--- src/include/tmref_regs.vh ---
/*
  Register map, field positions, reset values and slave mode codes
  of the timer event-flag block.
  Assumes a 32-bit APB data bus and byte addresses on paddr.
*/
`ifndef TMREF_REGS_VH
`define TMREF_REGS_VH

// register byte offsets
`define TMREF_OFF_SLAVE_MODE      8'h08
`define TMREF_OFF_REQUEST_ENABLE  8'h0C
`define TMREF_OFF_EVENT_FLAGS     8'h10

// reset values
`define TMREF_RST_SLAVE_MODE      3'h0
`define TMREF_RST_REQUEST_ENABLE  15'h0000
`define TMREF_RST_EVENT_FLAGS     13'h0000

// slave mode field
`define TMREF_SMS_LSB             0
`define TMREF_SMS_MSB             2
`define TMREF_MODE_RESTART        3'h4
`define TMREF_MODE_PAUSE          3'h5
`define TMREF_MODE_EVENT          3'h6
`define TMREF_MODE_EXTCLK0        3'h7

// request enable register fields
`define TMREF_EN_UPDATE_IRQ       0
`define TMREF_EN_CHAN_IRQ_LSB     1
`define TMREF_EN_CHAN_IRQ_MSB     4
`define TMREF_EN_COMMUT_IRQ       5
`define TMREF_EN_TRIG_IRQ         6
`define TMREF_EN_BREAK_IRQ        7
`define TMREF_EN_UPDATE_DMA       8
`define TMREF_EN_CHAN_DMA_LSB     9
`define TMREF_EN_CHAN_DMA_MSB     12
`define TMREF_EN_COMMUT_DMA       13
`define TMREF_EN_TRIG_DMA         14
`define TMREF_EN_WIDTH            15

// event flag register fields
`define TMREF_FL_UPDATE           0
`define TMREF_FL_CHAN_LSB         1
`define TMREF_FL_CHAN_MSB         4
`define TMREF_FL_COMMUT           5
`define TMREF_FL_TRIG             6
`define TMREF_FL_BREAK            7
`define TMREF_FL_OVER_LSB         9
`define TMREF_FL_OVER_MSB         12
`define TMREF_FL_WIDTH            13
`define TMREF_FL_IMPL_MASK        13'h1EFF

`endif

--- src/rtl/tmref_slave_mode.v ---
/*
  Trigger edge detection and the restart, pause, event and external
  clock 0 slave modes.
  Assumes i_trig is the selected, filtered trigger on i_clock.
*/
`timescale 1ns/100ps
`include "tmref_regs.vh"

module tmref_slave_mode (
  input  wire       i_clock,
  input  wire       i_nrst,
  input  wire [2:0] i_mode,
  input  wire       i_trig,
  output reg        o_trig_event,
  output reg        o_reinit,
  output reg        o_count_gate,
  output reg        o_start_count,
  output reg        o_ext_tick
);

  reg  trig_q;
  wire trig_rise;
  wire trig_fall;

  assign trig_rise = i_trig & ~trig_q;
  assign trig_fall = ~i_trig & trig_q;

  always @(posedge i_clock or negedge i_nrst) begin
    if (!i_nrst) begin
      trig_q        <= 1'b0;
      o_trig_event  <= 1'b0;
      o_reinit      <= 1'b0;
      o_count_gate  <= 1'b1;
      o_start_count <= 1'b0;
      o_ext_tick    <= 1'b0;
    end else begin
      trig_q <= i_trig;
      // pause mode reports both edges as trigger events
      if (i_mode == `TMREF_MODE_PAUSE) begin
        o_trig_event <= trig_rise | trig_fall;
        o_count_gate <= i_trig;
      end else begin
        o_trig_event <= trig_rise;
        o_count_gate <= 1'b1;
      end
      o_reinit      <= trig_rise & (i_mode == `TMREF_MODE_RESTART);
      o_start_count <= trig_rise & (i_mode == `TMREF_MODE_EVENT);
      o_ext_tick    <= trig_rise & (i_mode == `TMREF_MODE_EXTCLK0);
    end
  end

endmodule // tmref_slave_mode

--- src/rtl/tmref_top.v ---
/*
  Event flags, interrupt and DMA request enables of a timer, with the
  slave mode register, behind an APB slave.
  Assumes all event inputs are one-cycle pulses from the counter core
  on i_clock; the break level and the trigger arrive as levels from
  outside the clock domain and are synchronised here.
*/
// Decided for this implementation: register access over APB.
// Operation
// - restart mode: trigger rise reinitialises, updates
// - pause mode: trigger level gates counter clock
// - event mode: trigger rise starts counter
// - external clock 0: count on trigger rises
// - DMA enables at bits 14 to 8
// - interrupt enables at bits 7 to 0
// - capture while flag set sets over-capture
// - break flag; clear only when break inactive
// - trigger flag; both edges in pause mode
// - commutation flag sticky until software clears
// - channel flag on capture or compare
// - captured value read clears input channel flag
// - update flag sticky until software clears
// - enables 0x0C, flags 0x10, reset zero
`timescale 1ns/100ps
`include "tmref_regs.vh"

module tmref_top (
  input  wire        i_clock,
  input  wire        i_nrst,
  // APB slave
  input  wire        i_psel,
  input  wire        i_penable,
  input  wire        i_pwrite,
  input  wire [7:0]  i_paddr,
  input  wire [31:0] i_pwdata,
  output wire        o_pready,
  output wire        o_pslverr,
  output reg  [31:0] o_prdata,
  // events from the counter core
  input  wire        i_update_evt,
  input  wire [3:0]  i_cc_evt,
  input  wire [3:0]  i_chan_input_mode,
  input  wire [3:0]  i_capture_read,
  input  wire        i_commutation_evt,
  // asynchronous levels
  input  wire        i_break_active,
  input  wire        i_trig,
  // to the counter core
  output wire        o_counter_reinit,
  output wire        o_count_gate,
  output wire        o_start_count,
  output wire        o_ext_tick,
  // requests
  output reg         o_irq,
  output reg         o_dma_update,
  output reg  [3:0]  o_dma_chan,
  output reg         o_dma_commutation,
  output reg         o_dma_trig
);

  reg  [2:0]                 slave_mode;
  reg  [`TMREF_EN_WIDTH-1:0] request_enable;
  reg  [`TMREF_FL_WIDTH-1:0] event_flags;
  reg  [`TMREF_FL_WIDTH-1:0] next_flags;
  reg  [`TMREF_FL_WIDTH-1:0] set_vec;
  reg  [31:0]                next_prdata;
  reg                        brk_meta;
  reg                        brk_sync;
  reg                        trig_meta;
  reg                        trig_sync;
  wire                       setup_phase;
  wire                       wr_access;
  wire                       trig_event;
  wire                       restart_update;
  wire                       update_all;
  wire [3:0]                 capture_evt;
  wire [3:0]                 over_evt;
  wire [3:0]                 cc_clear;

  function hit;
    input [7:0] addr;
    input [7:0] off;
    begin
      hit = (addr[7:2] == off[7:2]);
    end
  endfunction

  // two-flop synchronisers; only the second stage is read
  always @(posedge i_clock or negedge i_nrst) begin
    if (!i_nrst) begin
      brk_meta  <= 1'b0;
      brk_sync  <= 1'b0;
      trig_meta <= 1'b0;
      trig_sync <= 1'b0;
    end else begin
      brk_meta  <= i_break_active;
      brk_sync  <= brk_meta;
      trig_meta <= i_trig;
      trig_sync <= trig_meta;
    end
  end

  tmref_slave_mode u_slave_mode (
    .i_clock       (i_clock),
    .i_nrst        (i_nrst),
    .i_mode        (slave_mode),
    .i_trig        (trig_sync),
    .o_trig_event  (trig_event),
    .o_reinit      (restart_update),
    .o_count_gate  (o_count_gate),
    .o_start_count (o_start_count),
    .o_ext_tick    (o_ext_tick)
  );

  assign o_counter_reinit = restart_update;
  assign update_all       = i_update_evt | restart_update;

  // zero-wait slave; unmapped reads give zero, writes are dropped
  assign o_pready    = 1'b1;
  assign o_pslverr   = 1'b0;
  assign setup_phase = i_psel & ~i_penable;
  assign wr_access   = i_psel & i_penable & i_pwrite;

  // read data is latched in setup so it comes from a flop
  always @* begin
    next_prdata = 32'h00000000;
    if (hit(i_paddr, `TMREF_OFF_SLAVE_MODE)) begin
      next_prdata[`TMREF_SMS_MSB:`TMREF_SMS_LSB] = slave_mode;
    end else if (hit(i_paddr, `TMREF_OFF_REQUEST_ENABLE)) begin
      next_prdata[`TMREF_EN_WIDTH-1:0] = request_enable;
    end else if (hit(i_paddr, `TMREF_OFF_EVENT_FLAGS)) begin
      next_prdata[`TMREF_FL_WIDTH-1:0] = event_flags;
    end
  end

  always @(posedge i_clock or negedge i_nrst) begin
    if (!i_nrst) begin
      o_prdata <= 32'h00000000;
    end else if (setup_phase && !i_pwrite) begin
      o_prdata <= next_prdata;
    end
  end

  always @(posedge i_clock or negedge i_nrst) begin
    if (!i_nrst) begin
      slave_mode     <= `TMREF_RST_SLAVE_MODE;
      request_enable <= `TMREF_RST_REQUEST_ENABLE;
    end else if (wr_access) begin
      if (hit(i_paddr, `TMREF_OFF_SLAVE_MODE)) begin
        slave_mode <= i_pwdata[`TMREF_SMS_MSB:`TMREF_SMS_LSB];
      end
      // bits 31:15 are not stored, so stray ones read back as zero
      if (hit(i_paddr, `TMREF_OFF_REQUEST_ENABLE)) begin
        request_enable <= i_pwdata[`TMREF_EN_WIDTH-1:0];
      end
    end
  end

  // captures only count for channels in input mode
  assign capture_evt = i_cc_evt & i_chan_input_mode;
  assign over_evt    = capture_evt &
                       event_flags[`TMREF_FL_CHAN_MSB:`TMREF_FL_CHAN_LSB];
  assign cc_clear    = i_capture_read & i_chan_input_mode;

  always @* begin
    set_vec = {`TMREF_FL_WIDTH{1'b0}};
    set_vec[`TMREF_FL_UPDATE] = update_all;
    set_vec[`TMREF_FL_CHAN_MSB:`TMREF_FL_CHAN_LSB] = i_cc_evt;
    set_vec[`TMREF_FL_COMMUT] = i_commutation_evt;
    set_vec[`TMREF_FL_TRIG] = trig_event;
    set_vec[`TMREF_FL_BREAK] = brk_sync;
    set_vec[`TMREF_FL_OVER_MSB:`TMREF_FL_OVER_LSB] = over_evt;
  end

  always @* begin
    next_flags = event_flags;
    if (wr_access && hit(i_paddr, `TMREF_OFF_EVENT_FLAGS)) begin
      // a zero clears, a one keeps the flag
      next_flags = event_flags & i_pwdata[`TMREF_FL_WIDTH-1:0];
      if (brk_sync) begin
        next_flags[`TMREF_FL_BREAK] = event_flags[`TMREF_FL_BREAK];
      end
    end
    next_flags[`TMREF_FL_CHAN_MSB:`TMREF_FL_CHAN_LSB] =
      next_flags[`TMREF_FL_CHAN_MSB:`TMREF_FL_CHAN_LSB] & ~cc_clear;
    // hardware set applied last so it beats any clear
    next_flags = (next_flags | set_vec) & `TMREF_FL_IMPL_MASK;
  end

  always @(posedge i_clock or negedge i_nrst) begin
    if (!i_nrst) begin
      event_flags <= `TMREF_RST_EVENT_FLAGS;
    end else begin
      event_flags <= next_flags;
    end
  end

  // interrupt is a level; over-capture has no enable of its own
  always @(posedge i_clock or negedge i_nrst) begin
    if (!i_nrst) begin
      o_irq             <= 1'b0;
      o_dma_update      <= 1'b0;
      o_dma_chan        <= 4'h0;
      o_dma_commutation <= 1'b0;
      o_dma_trig        <= 1'b0;
    end else begin
      o_irq <= |(next_flags[`TMREF_EN_BREAK_IRQ:0] &
                 request_enable[`TMREF_EN_BREAK_IRQ:0]);
      o_dma_update <= update_all &
                      request_enable[`TMREF_EN_UPDATE_DMA];
      o_dma_chan <= i_cc_evt &
        request_enable[`TMREF_EN_CHAN_DMA_MSB:`TMREF_EN_CHAN_DMA_LSB];
      o_dma_commutation <= i_commutation_evt &
                           request_enable[`TMREF_EN_COMMUT_DMA];
      o_dma_trig <= trig_event &
                    request_enable[`TMREF_EN_TRIG_DMA];
    end
  end

endmodule // tmref_top

--- config.mk ---
export PLATFORM = sky130hd
export DESIGN_NAME = tmref_top
export DESIGN_NICKNAME = d
export VERILOG_FILES = /design/src/rtl/tmref_slave_mode.v /design/src/rtl/tmref_top.v
export VERILOG_INCLUDE_DIRS = /design/src /design/src/include
export SDC_FILE = /design/constraint.sdc
export NUM_CORES = 1
export LEC_CHECK = 0
export ABC_AREA = 1
export BUFFER_PORTS_ARGS = -buffer_cell sky130_fd_sc_hd__buf_4
export CORE_UTILIZATION = 38
export CTS_CLUSTER_SIZE = 40
export DETAILED_ROUTE_END_ITERATION = 8
export PLACE_DENSITY = 0.69
export SYNTH_ARGS = -nofsm -noshare
export SYNTH_HDL_FRONTEND = slang
export SYNTH_SLANG_ARGS = --single-unit
--- constraint.sdc ---
create_clock -name i_clock -period 2.3 [get_ports i_clock]
set_clock_uncertainty 0.15 [all_clocks]
set_input_delay 0.46 -clock i_clock [delete_from_list [all_inputs] [get_ports i_clock]]
set_output_delay 0.46 -clock i_clock [all_outputs]
set_load 0.005 [all_outputs]
## Word-level counts from Yosys, hierarchy flattened

Cells that the tools add are included.

- Multiplexer cells: 9
- Reduce and logical (&&, ||, !) cells: 6
- Bitwise gates (word level): 25
- Equality and inequality tests: 7

Operators with widths:

| kind | count |
|---|---|
| two-way mux 13 bit | 3 |
| bitwise AND 4 bit | 5 |
| bitwise AND 13 bit | 1 |
| bitwise OR 13 bit | 1 |
| equality test 3 bit (second input constant) | 4 |
| equality test 6 x 2 -> 1 bit (second input constant) | 2 |
| two-way mux 12 bit | 1 |
| bitwise AND 1 bit | 11 |
| bitwise AND 8 bit | 1 |
| OR reduction 8 bit | 1 |
| equality test 6 x 3 -> 1 bit (second input constant) | 1 |
| NOT 4 bit | 1 |
| AND reduction 2 bit | 2 |
| two-way mux 1 bit | 3 |
| two-way mux 3 bit | 1 |
| NOT 1 bit | 3 |
| logical AND 1 bit | 2 |
| two-way mux 2 bit | 1 |
| bitwise OR 1 bit | 2 |
| logical NOT 1 bit | 1 |

- Output and inout bits: 46
- Flip-flop bits (word level): 63
- Bits of input ports: 61
- Word-level logic and storage cells: 66

## Longest topological paths before layout

Gate-level depths: netlist of run 1.

- Depth after elaboration: 8
- Depth in mapped cells: 10
- Gate-level depth less buffers: 10

## By module

Synthesis of run 1 repeated with hierarchy kept, for this count alone.

- Cell total of the unflattened synthesis: 337
- Area, all modules: 2916.5 um2

Modules (own cells, without submodules):

| module | sequential area each (um2) | cells an instance | area each (um2) | times used |
|---|---|---|---|---|
| tmref_top | 1426.4 | 313 | 2680.1 | 1 |
| tmref_slave_mode | 151.4 | 24 | 236.5 | 1 |

## Worst setup path after synthesis of run 1

No wires, ideal clock.

- Path type: input to register
- Start: in i_paddr[5]
- End: reg request_enable[10]
- Buffers on the path: 1
- Slack: 0.690 ns
- Required time: 2.025 ns
- Stages: 6
- Data arrival time: 1.335 ns
- Library setup time: 0.125 ns
- Cells stage by stage: nor2_2 > nand4_2 > inv_2 > nand2_2 > buf_6 > mux2_4

- Cells in the longest elaborated chain, start to end: 2

Ends and longest elaborated chain:

| item | RTL line | text |
|---|---|---|
| from (decl) | tmref_top.v:34 | `input wire [7:0] i_paddr,` |
| equality test 6 x 2 -> 1 bit | tmref_top.v:84 | `hit = (addr[7:2] == off[7:2]);` |
| AND reduction 2 bit (no line) | - |  |
| to (signal assigned) | tmref_top.v:147 | `` request_enable <= `TMREF_RST_REQUEST_ENABLE; `` |
| to (signal assigned) | tmref_top.v:154 | `` request_enable <= i_pwdata[`TMREF_EN_WIDTH-1:0]; `` |
| to (decl) | tmref_top.v:62 | `` reg [`TMREF_EN_WIDTH-1:0] request_enable; `` |

No other way between the ends.
A chain may end at the register's enable or synchronous reset.

## Worst setup path after layout of run 1

Same ends and word-level chain as after synthesis.

==> out/summary.json, run 1 <==
{
  "antenna_violating_nets_post_route": 0,
  "drv_slew": 0,
  "path_clk_slew_ns": 0.07,
  "place_congestion": 0.756,
  "floorplan.io_pins": 107,
  "final.setup.worst_slack_ns": 0.577,
  "clockBufferDepth": 2,
  "power.density_mw_per_mm2": 656,
  "grt_max_degree": 64,
  "final-setup-viol-count": 0,
  "leakagePower_nw": 1.93,
  "num_rows": 31,
  "core_area_sq_mm": 0.00729,
  "synth.distinct_cells": 30,
  "yosysWarningCount": 0,
  "syn_area_sq_mm": 0.00289,
  "preCtsSetupSlack_ns": 0.243,
  "grt_overflow_total": 0,
  "grtUsageTotal": 0.178,
  "cp.required_ns": 2.37,
  "yosys_register_bits": 63,
  "dominantRegCellSynth": "sky130_fd_sc_hd__dfrtp_1",
  "syn2layout_area_growth_pct": 25.9,
  "relSlewSlack": 0.481,
  "synthCells": 311,
  "layout.nets": 447,
  "die-width_um": 89.2,
  "status": "finished, final reports clean",
  "clock-root-buffer": "sky130_fd_sc_hd__clkbuf_8",
  "critical_setup_path_class": "in -> reg",
  "synth.yosys.seq_area_share": 0.546,
  "fin_crit_ns": 1.72,
  "cp.arrival_ns": 1.79,
  "avgSynthCellArea_sq_um": 9.29,
  "max_cap_viol_count": 0,
  "synth.top_cell.area_share": 0.537,
  "port_buffers": 68,
  "timing_hold_violations_final": 0,
  "timing.critical_path.to_type": "flop",
  "achievable-frequency_mhz": 580,
  "grt_antenna_before_repair": 0,
  "hpwl_um": 4380,
  "library_cell_occupying_the_most_area_in_the_post_synthesis_netlist": "sky130_fd_sc_hd__dfrtp_1",
  "cts_tree": "done",
  "grt_first_pass_wirelength_um": 10300,
  "totalNegativeSetupSlack_ns": 0,
  "drcViolationCount": 0,
  "rsz_0062_raised_after_global_routing": "false",
  "fillers": 722,
  "tightest_slew_ns": 0.779,
  "via_per_inst": 4.61,
  "peakVddDrop_v": 0.000359,
  "die_footprint_sq_mm": 0.00795,
  "routed_wirelength_um": 6290,
  "worstPathMaxFanout": 14,
  "vias": 2255,
  "floorplan.initialDensity": 0.396,
  "wl_per_cell_um": 12.9,
  "post_cts_buffers": 0,
  "report.power.total_mw": 2.38,
  "r2r_cells": 8,
  "tritoncts_num_sinks": 63,
  "insertedDiodeCount": 0,
  "drive_gt1_frac": 0.285,
  "synth_edf_count": 0,
  "insertion_delay_ns": 0.33,
  "regToRegStartpoint": "event_flags[5]$_DFF_PN0_",
  "final.hold.worst_slack_ns": 0.0463,
  "cts-htree-levels": 3,
  "ys_async_sr_fraction": 1.00,
  "startpoint_type": "primary input",
  "chipHeight_um": 89.2,
  "grt_pass1_vias": 2214,
  "initialDrtViolationCount": 81,
  "first_pass_iteration_count_of_the_detailed_router": 4,
  "hold_buffers": 0,
  "holdCritPathClass": "in -> async",
  "regToRegSetupSlack_ns": 1.09,
  "cts_buffer_count": 9,
  "synth.most_common_cell": "sky130_fd_sc_hd__nand2_1",
  "worst_r2r_endpoint": "o_irq$_DFF_PN0_",
  "post_cts_resize_count": 0,
  "synth.area.top_cells": "sky130_fd_sc_hd__dfrtp_1 54%, sky130_fd_sc_hd__nand2_1 9.9%, sky130_fd_sc_hd__buf_4 5.2%",
  "netlist_top_cells_count": "76 x sky130_fd_sc_hd__nand2_1, 62 x sky130_fd_sc_hd__dfrtp_1, 36 x sky130_fd_sc_hd__inv_1",
  "timing.final.crit_share": 0.749
}
[report_power, final]
| part | switching, mW | internal (mW) |
|---|---|---|
| sequential | 0.0243 | 1.15 |
| clock | 0.403 | 0.586 |
| combinational | 0.118 | 0.103 |
| total | 0.546 | 1.84 |
[cell type report]
cell class / instances / area, sq um / share of cell area
clock buffers: 13 / 169 / 0.0465
clock inverters: 3 / 40.0 / 0.0110
inverters: 38 / 143 / 0.0392
multi-input cells: 199 / 1030 / 0.282
flip-flops and latches: 63 / 1580 / 0.434
well taps: 99 / 124 / 0.0341
repair buffers: 74 / 556 / 0.153
[stage by stage]
step | std cells | instance area (sq um) | util
finish | 489 | 3630 | 0.498
global route | 489 | 3630 | 0.498
CTS | 489 | 3630 | 0.498
detailed placement | 473 | 3430 | 0.470
global placement | 473 | 3430 | 0.470
floorplan | 328 | 2950 | -
[cells by family (layout without fill, tap and decap cells)]
logic type | after synthesis | in the layout | synth area share
simple gates | 123 | 123 | 0.201
buf+inv | 66 | 128 | 0.120
flops | 63 | 63 | 0.546
compound gates | 49 | 49 | 0.0923
mux | 7 | 7 | 0.0325
other cells | 2 | 19 | 0.00260
fa+ha+maj | 1 | 1 | 0.00433
[per-layer routing]
layer | track usage | share of wire | up-vias
li1 | - | - | 1107
met1 | 0.228 | 0.45 | 1069
met2 | 0.284 | 0.47 | 71
met3 | 0.0499 | 0.064 | 8
met4 | 0.0736 | 0.014 | 0
met5 | 0 | 0 | -
[worst max path at each step]
stage / from / end / slack [ns] / cells after the start
after CTS: i_paddr[5] / request_enable[10]$_DFFE_PN0P_ / 0.59 / 7
after detailed placement: i_paddr[5] / request_enable[10]$_DFFE_PN0P_ / 0.24 / 7
after global routing: i_paddr[5] / request_enable[10]$_DFFE_PN0P_ / 0.53 / 7
after floorplan: i_paddr[5] / request_enable[10]$_DFFE_PN0P_ / 0.69 / 6
after global placement: i_paddr[5] / request_enable[10]$_DFFE_PN0P_ / 0.28 / 7
final: i_paddr[5] / request_enable[10]$_DFFE_PN0P_ / 0.58 / 7
[critical path, cell delays in order]
cell and delay (ns):
sky130_fd_sc_hd__buf_4 0.11, sky130_fd_sc_hd__nor2_2 0.13, sky130_fd_sc_hd__nand4_2 0.22, sky130_fd_sc_hd__inv_2 0.27, sky130_fd_sc_hd__nand2_2 0.08, sky130_fd_sc_hd__buf_4 0.20
sky130_fd_sc_hd__mux2_4 0.30
[state kept, by name, indices dropped and copies added, names as in the netlist, 3 cells and up]
register / cells
o_prdata: 15
request_enable: 15
event_flags: 12
o_dma_chan: 4
slave_mode: 3
[layout by cell type, fill, tap and decap left out, drive strengths merged, types with 2 or more instances in the layout]
cell type,n
nand3,18
nand4,10
dfrtp,62
conb,19
clkbuf,13
a21boi,7
clkinv,2
nor2,12
a21oi,9
mux2,7
o21ai,32
nand2,78
nor3,4
inv,38
buf,74
(Power assumes the default switching activity.)
==> inputs of run 2 (changes only) <==
Settings changed: PLACE_DENSITY 0.69 to 0.72.
Clock period 2.3 ns to 1.39 ns, I/O delays scaled along.
==> run 2 against run 1 <==
Effect of this change: sequential share of layout area down 3.2 points; hold slack worse by 0.026 ns; cell count up 5.1%; worst setup slack worse by 0.57 ns; global-route usage down 0.13 points; first-iteration DRC count up 48%; non-clock buffer count up 25; clock power up 62%; largest cell class unchanged; flip-flop and latch count unchanged; register-to-register slack worse by 0.92 ns.
==> out/summary.json, run 2 (synthesis results as in run 1) <==
{
  "leakagePower": {"value": 2.08, "unit": "nW", "change": "+7.4%"},
  "die-width": {"value": 89.2, "unit": "um", "change": "unchanged"},
  "port_buffers": {"value": 68, "change": "unchanged"},
  "fin_crit_ns": 1.39,
  "layout.core_utilization": {"value": 0.538, "change": "+0.0398"},
  "critical_setup_path_class": "reg -> out",
  "regToRegSetupSlack": {"value": 0.17, "unit": "ns", "change": "-0.92 ns"},
  "startpoint_type": "flop",
  "path_clk_slew": {"value": 0.07, "unit": "ns", "change": "about the same"},
  "critical_path.max_stage_delay": {"value": 0.53, "unit": "ns", "change": "+0.23 ns"},
  "post_cts_buffers": {"value": 0, "change": "unchanged"},
  "max_cap_viol_count": {"value": 0, "change": "unchanged"},
  "final-setup-viol-count": {"value": 0, "change": "unchanged"},
  "clock-root-buffer": "sky130_fd_sc_hd__clkbuf_8",
  "cts_tree": "done",
  "timing.final.crit_share": 0.997,
  "cp.required": {"value": 0.96, "unit": "ns", "change": "-1.41 ns"},
  "hold_path_startpoint": "i_pwdata[13]",
  "reg.largest.list": "o_prdata x15, request_enable x15, event_flags x12",
  "drcViolationCount": {"value": 0, "change": "unchanged"},
  "final.hold.worst_slack": {"value": 0.0207, "unit": "ns", "change": "-0.0256 ns"},
  "min_path_cells": 2,
  "grtUsageTotal": {"value": 0.176, "change": "-0.00135"},
  "regToRegStartpoint": "event_flags[5]$_DFF_PN0_",
  "timing_hold_violations_final": {"value": 0, "change": "unchanged"},
  "worstPathCellList": "buf_6",
  "placement.cell_area": {"value": 0.00364, "unit": "sq mm", "change": "+6.2%"},
  "timing.critical_path.to_type": "output pin",
  "worst_r2r_endpoint": "o_irq$_DFF_PN0_",
  "hpwl": {"value": 4700, "unit": "um", "change": "+7.4%"},
  "vias": {"value": 2324, "change": "+3.1%"},
  "chipHeight": {"value": 89.2, "unit": "um", "change": "unchanged"},
  "syn2layout_area_growth_pct": 35.9,
  "floorplan.initialDensity": {"value": 0.396, "change": "unchanged"},
  "achievable-frequency_mhz": 722,
  "place_congestion": {"value": 0.788, "change": "+4.3%"},
  "grt_max_degree": {"value": 29, "change": "-55%"},
  "cts-htree-levels": {"value": 3, "change": "unchanged"},
  "first_pass_iteration_count_of_the_detailed_router": {"value": 4, "change": "unchanged"},
  "worstPathBufferInverterCount": {"value": 1, "change": "-2"},
  "peakVddDrop": {"value": 0.000486, "unit": "V", "change": "+35%"},
  "power.density": {"value": 1010, "unit": "mW/mm^2", "change": "+55%"},
  "drv_slew": {"value": 0, "change": "unchanged"},
  "rsz_0062_raised_after_global_routing": "true",
  "holdCritPathClass": "in -> reg",
  "via_per_inst": {"value": 4.52, "change": "-2.0%"},
  "initialDrtViolationCount": {"value": 120, "change": "+48%"},
  "wl_per_cell": {"value": 12.5, "unit": "um", "change": "-3.1%"},
  "floorplan.io_pins": {"value": 107, "change": "unchanged"},
  "num_rows": {"value": 31, "change": "unchanged"},
  "cp.arrival": {"value": 0.96, "unit": "ns", "change": "-0.83 ns"},
  "multi_input_area": {"value": 0.00105, "unit": "sq mm", "change": "+2.3%"},
  "seqCellArea": {"value": 0.00158, "unit": "sq mm", "change": "unchanged"},
  "worstPathMaxFanout": {"value": 1, "change": "-13"},
  "routed_wirelength": {"value": 6410, "unit": "um", "change": "+1.9%"},
  "core_area": {"value": 0.00729, "unit": "sq mm", "change": "unchanged"},
  "grt_first_pass_wirelength": {"value": 10200, "unit": "um", "change": "-0.94%"},
  "status": "finished, final reports clean",
  "grt_pass1_vias": {"value": 2227, "change": "+0.59%"},
  "r2r_cells": {"value": 8, "change": "unchanged"},
  "drive_gt1_frac": {"value": 0.306, "change": "+0.0214"},
  "timing.hold.worst_endpoint": "request_enable[13]$_DFFE_PN0P_",
  "crit_slowest_cell": "sky130_fd_sc_hd__dfstp_2",
  "post_layout_inst_area": {"value": 0.00393, "unit": "sq mm", "change": "+8.0%"},
  "most-common-layout-cells": "85 x sky130_fd_sc_hd__buf_4, 76 x sky130_fd_sc_hd__nand2_1, 62 x sky130_fd_sc_hd__dfrtp_1",
  "tritoncts_num_sinks": {"value": 63, "change": "unchanged"},
  "grt_overflow_total": {"value": 0, "change": "unchanged"},
  "clockBufferDepth": {"value": 2, "change": "unchanged"},
  "grt_antenna_before_repair": {"value": 0, "change": "unchanged"},
  "final_common_cell": "sky130_fd_sc_hd__buf_4",
  "critPathTopFamily": "flip-flops",
  "cts_buffer_count": {"value": 9, "change": "unchanged"},
  "insertedDiodeCount": {"value": 0, "change": "unchanged"},
  "die_footprint": {"value": 0.00795, "unit": "sq mm", "change": "unchanged"},
  "insertion_delay": {"value": 0.34, "unit": "ns", "change": "about the same"},
  "fillers": {"value": 679, "change": "-6.0%"},
  "antenna_violating_nets_post_route": {"value": 0, "change": "unchanged"},
  "layout.nets": {"value": 472, "change": "+5.6%"}
}
-- run 2: per-stage QoR --
stage | std cells | total power [mW] | setup WS (ns) | setup TNS [ns]
global route | 514 | 4.16 | -0.0354 | -0.0354
global placement | 490 | 2.39 | -0.168 | -2.87
CTS | 514 | 4.02 | -0.00859 | -0.00859
finish | 514 | 3.98 | 0.00415 | 0
floorplan | 328 | 2.17 | 0.0175 | 0
detailed placement | 490 | 2.40 | -0.201 | -3.61
-- run 2: worst reg2reg max path, cell delays in order, from the launching register on --
cell and delay [ns]:
sky130_fd_sc_hd__dfrtp_1 0.40, sky130_fd_sc_hd__nand2_1 0.07, sky130_fd_sc_hd__inv_1 0.03, sky130_fd_sc_hd__nand4_1 0.09, sky130_fd_sc_hd__nand3_2 0.08, sky130_fd_sc_hd__nand2_1 0.07
sky130_fd_sc_hd__nand2_1 0.05, sky130_fd_sc_hd__nor2_1 0.10, sky130_fd_sc_hd__nand2_1 0.06
-- run 2: power by group --
| part | total (mW) | switching [mW] | leakage, nW | internal (mW) |
|---|---|---|---|---|
| logic | 0.437 | 0.213 | 1.19 | 0.223 |
| clock network | 1.60 | 0.678 | 0.0996 | 0.924 |
| registers | 1.94 | 0.0406 | 0.786 | 1.90 |
-- run 2: worst max-delay path by stage --
stage / from / endpoint / cells after the start
2_1_floorplan: i_paddr[5] / request_enable[10]$_DFFE_PN0P_ / 6
3_3_place_gp: i_paddr[5] / o_irq$_DFF_PN0_ / 12
3_5_place_dp: i_paddr[5] / o_irq$_DFF_PN0_ / 12
4_1_cts: u_slave_mode.o_count_gate$_DFF_PN1_ / o_count_gate / 1
5_1_grt: u_slave_mode.o_count_gate$_DFF_PN1_ / o_count_gate / 1
6_report: u_slave_mode.o_count_gate$_DFF_PN1_ / o_count_gate / 1
-- run 2: metal layers --
metal	routed length, um	global-route usage	part of all wire	vias to the layer above
li1	-	-	-	1156
met3	376	0.0480	0.059	14
met2	2980	0.273	0.46	72
met1	2900	0.224	0.45	1082
met5	0	0	0	-
met4	164	0.0981	0.026	0
-- run 2: final cells by class --
cell class	instances	area share
Sequential cell	63	0.402
Multi-Input combinational cell	199	0.267
Timing Repair Buffer	99	0.211
Clock buffer	13	0.0405
Inverter	38	0.0363
Tap cell	99	0.0316
Clock inverter	3	0.0108
-- run 2: timing repair --
| item | in CTS | in global routing |
|---|---|---|
| hold buffers | 8 | 0 |
| resized for setup | 1 | 0 |
| pin swaps | 0 | 0 |
| setup endpoints to repair | 1 | 1 |
| endpoints found under the hold margin | 31 | 0 |
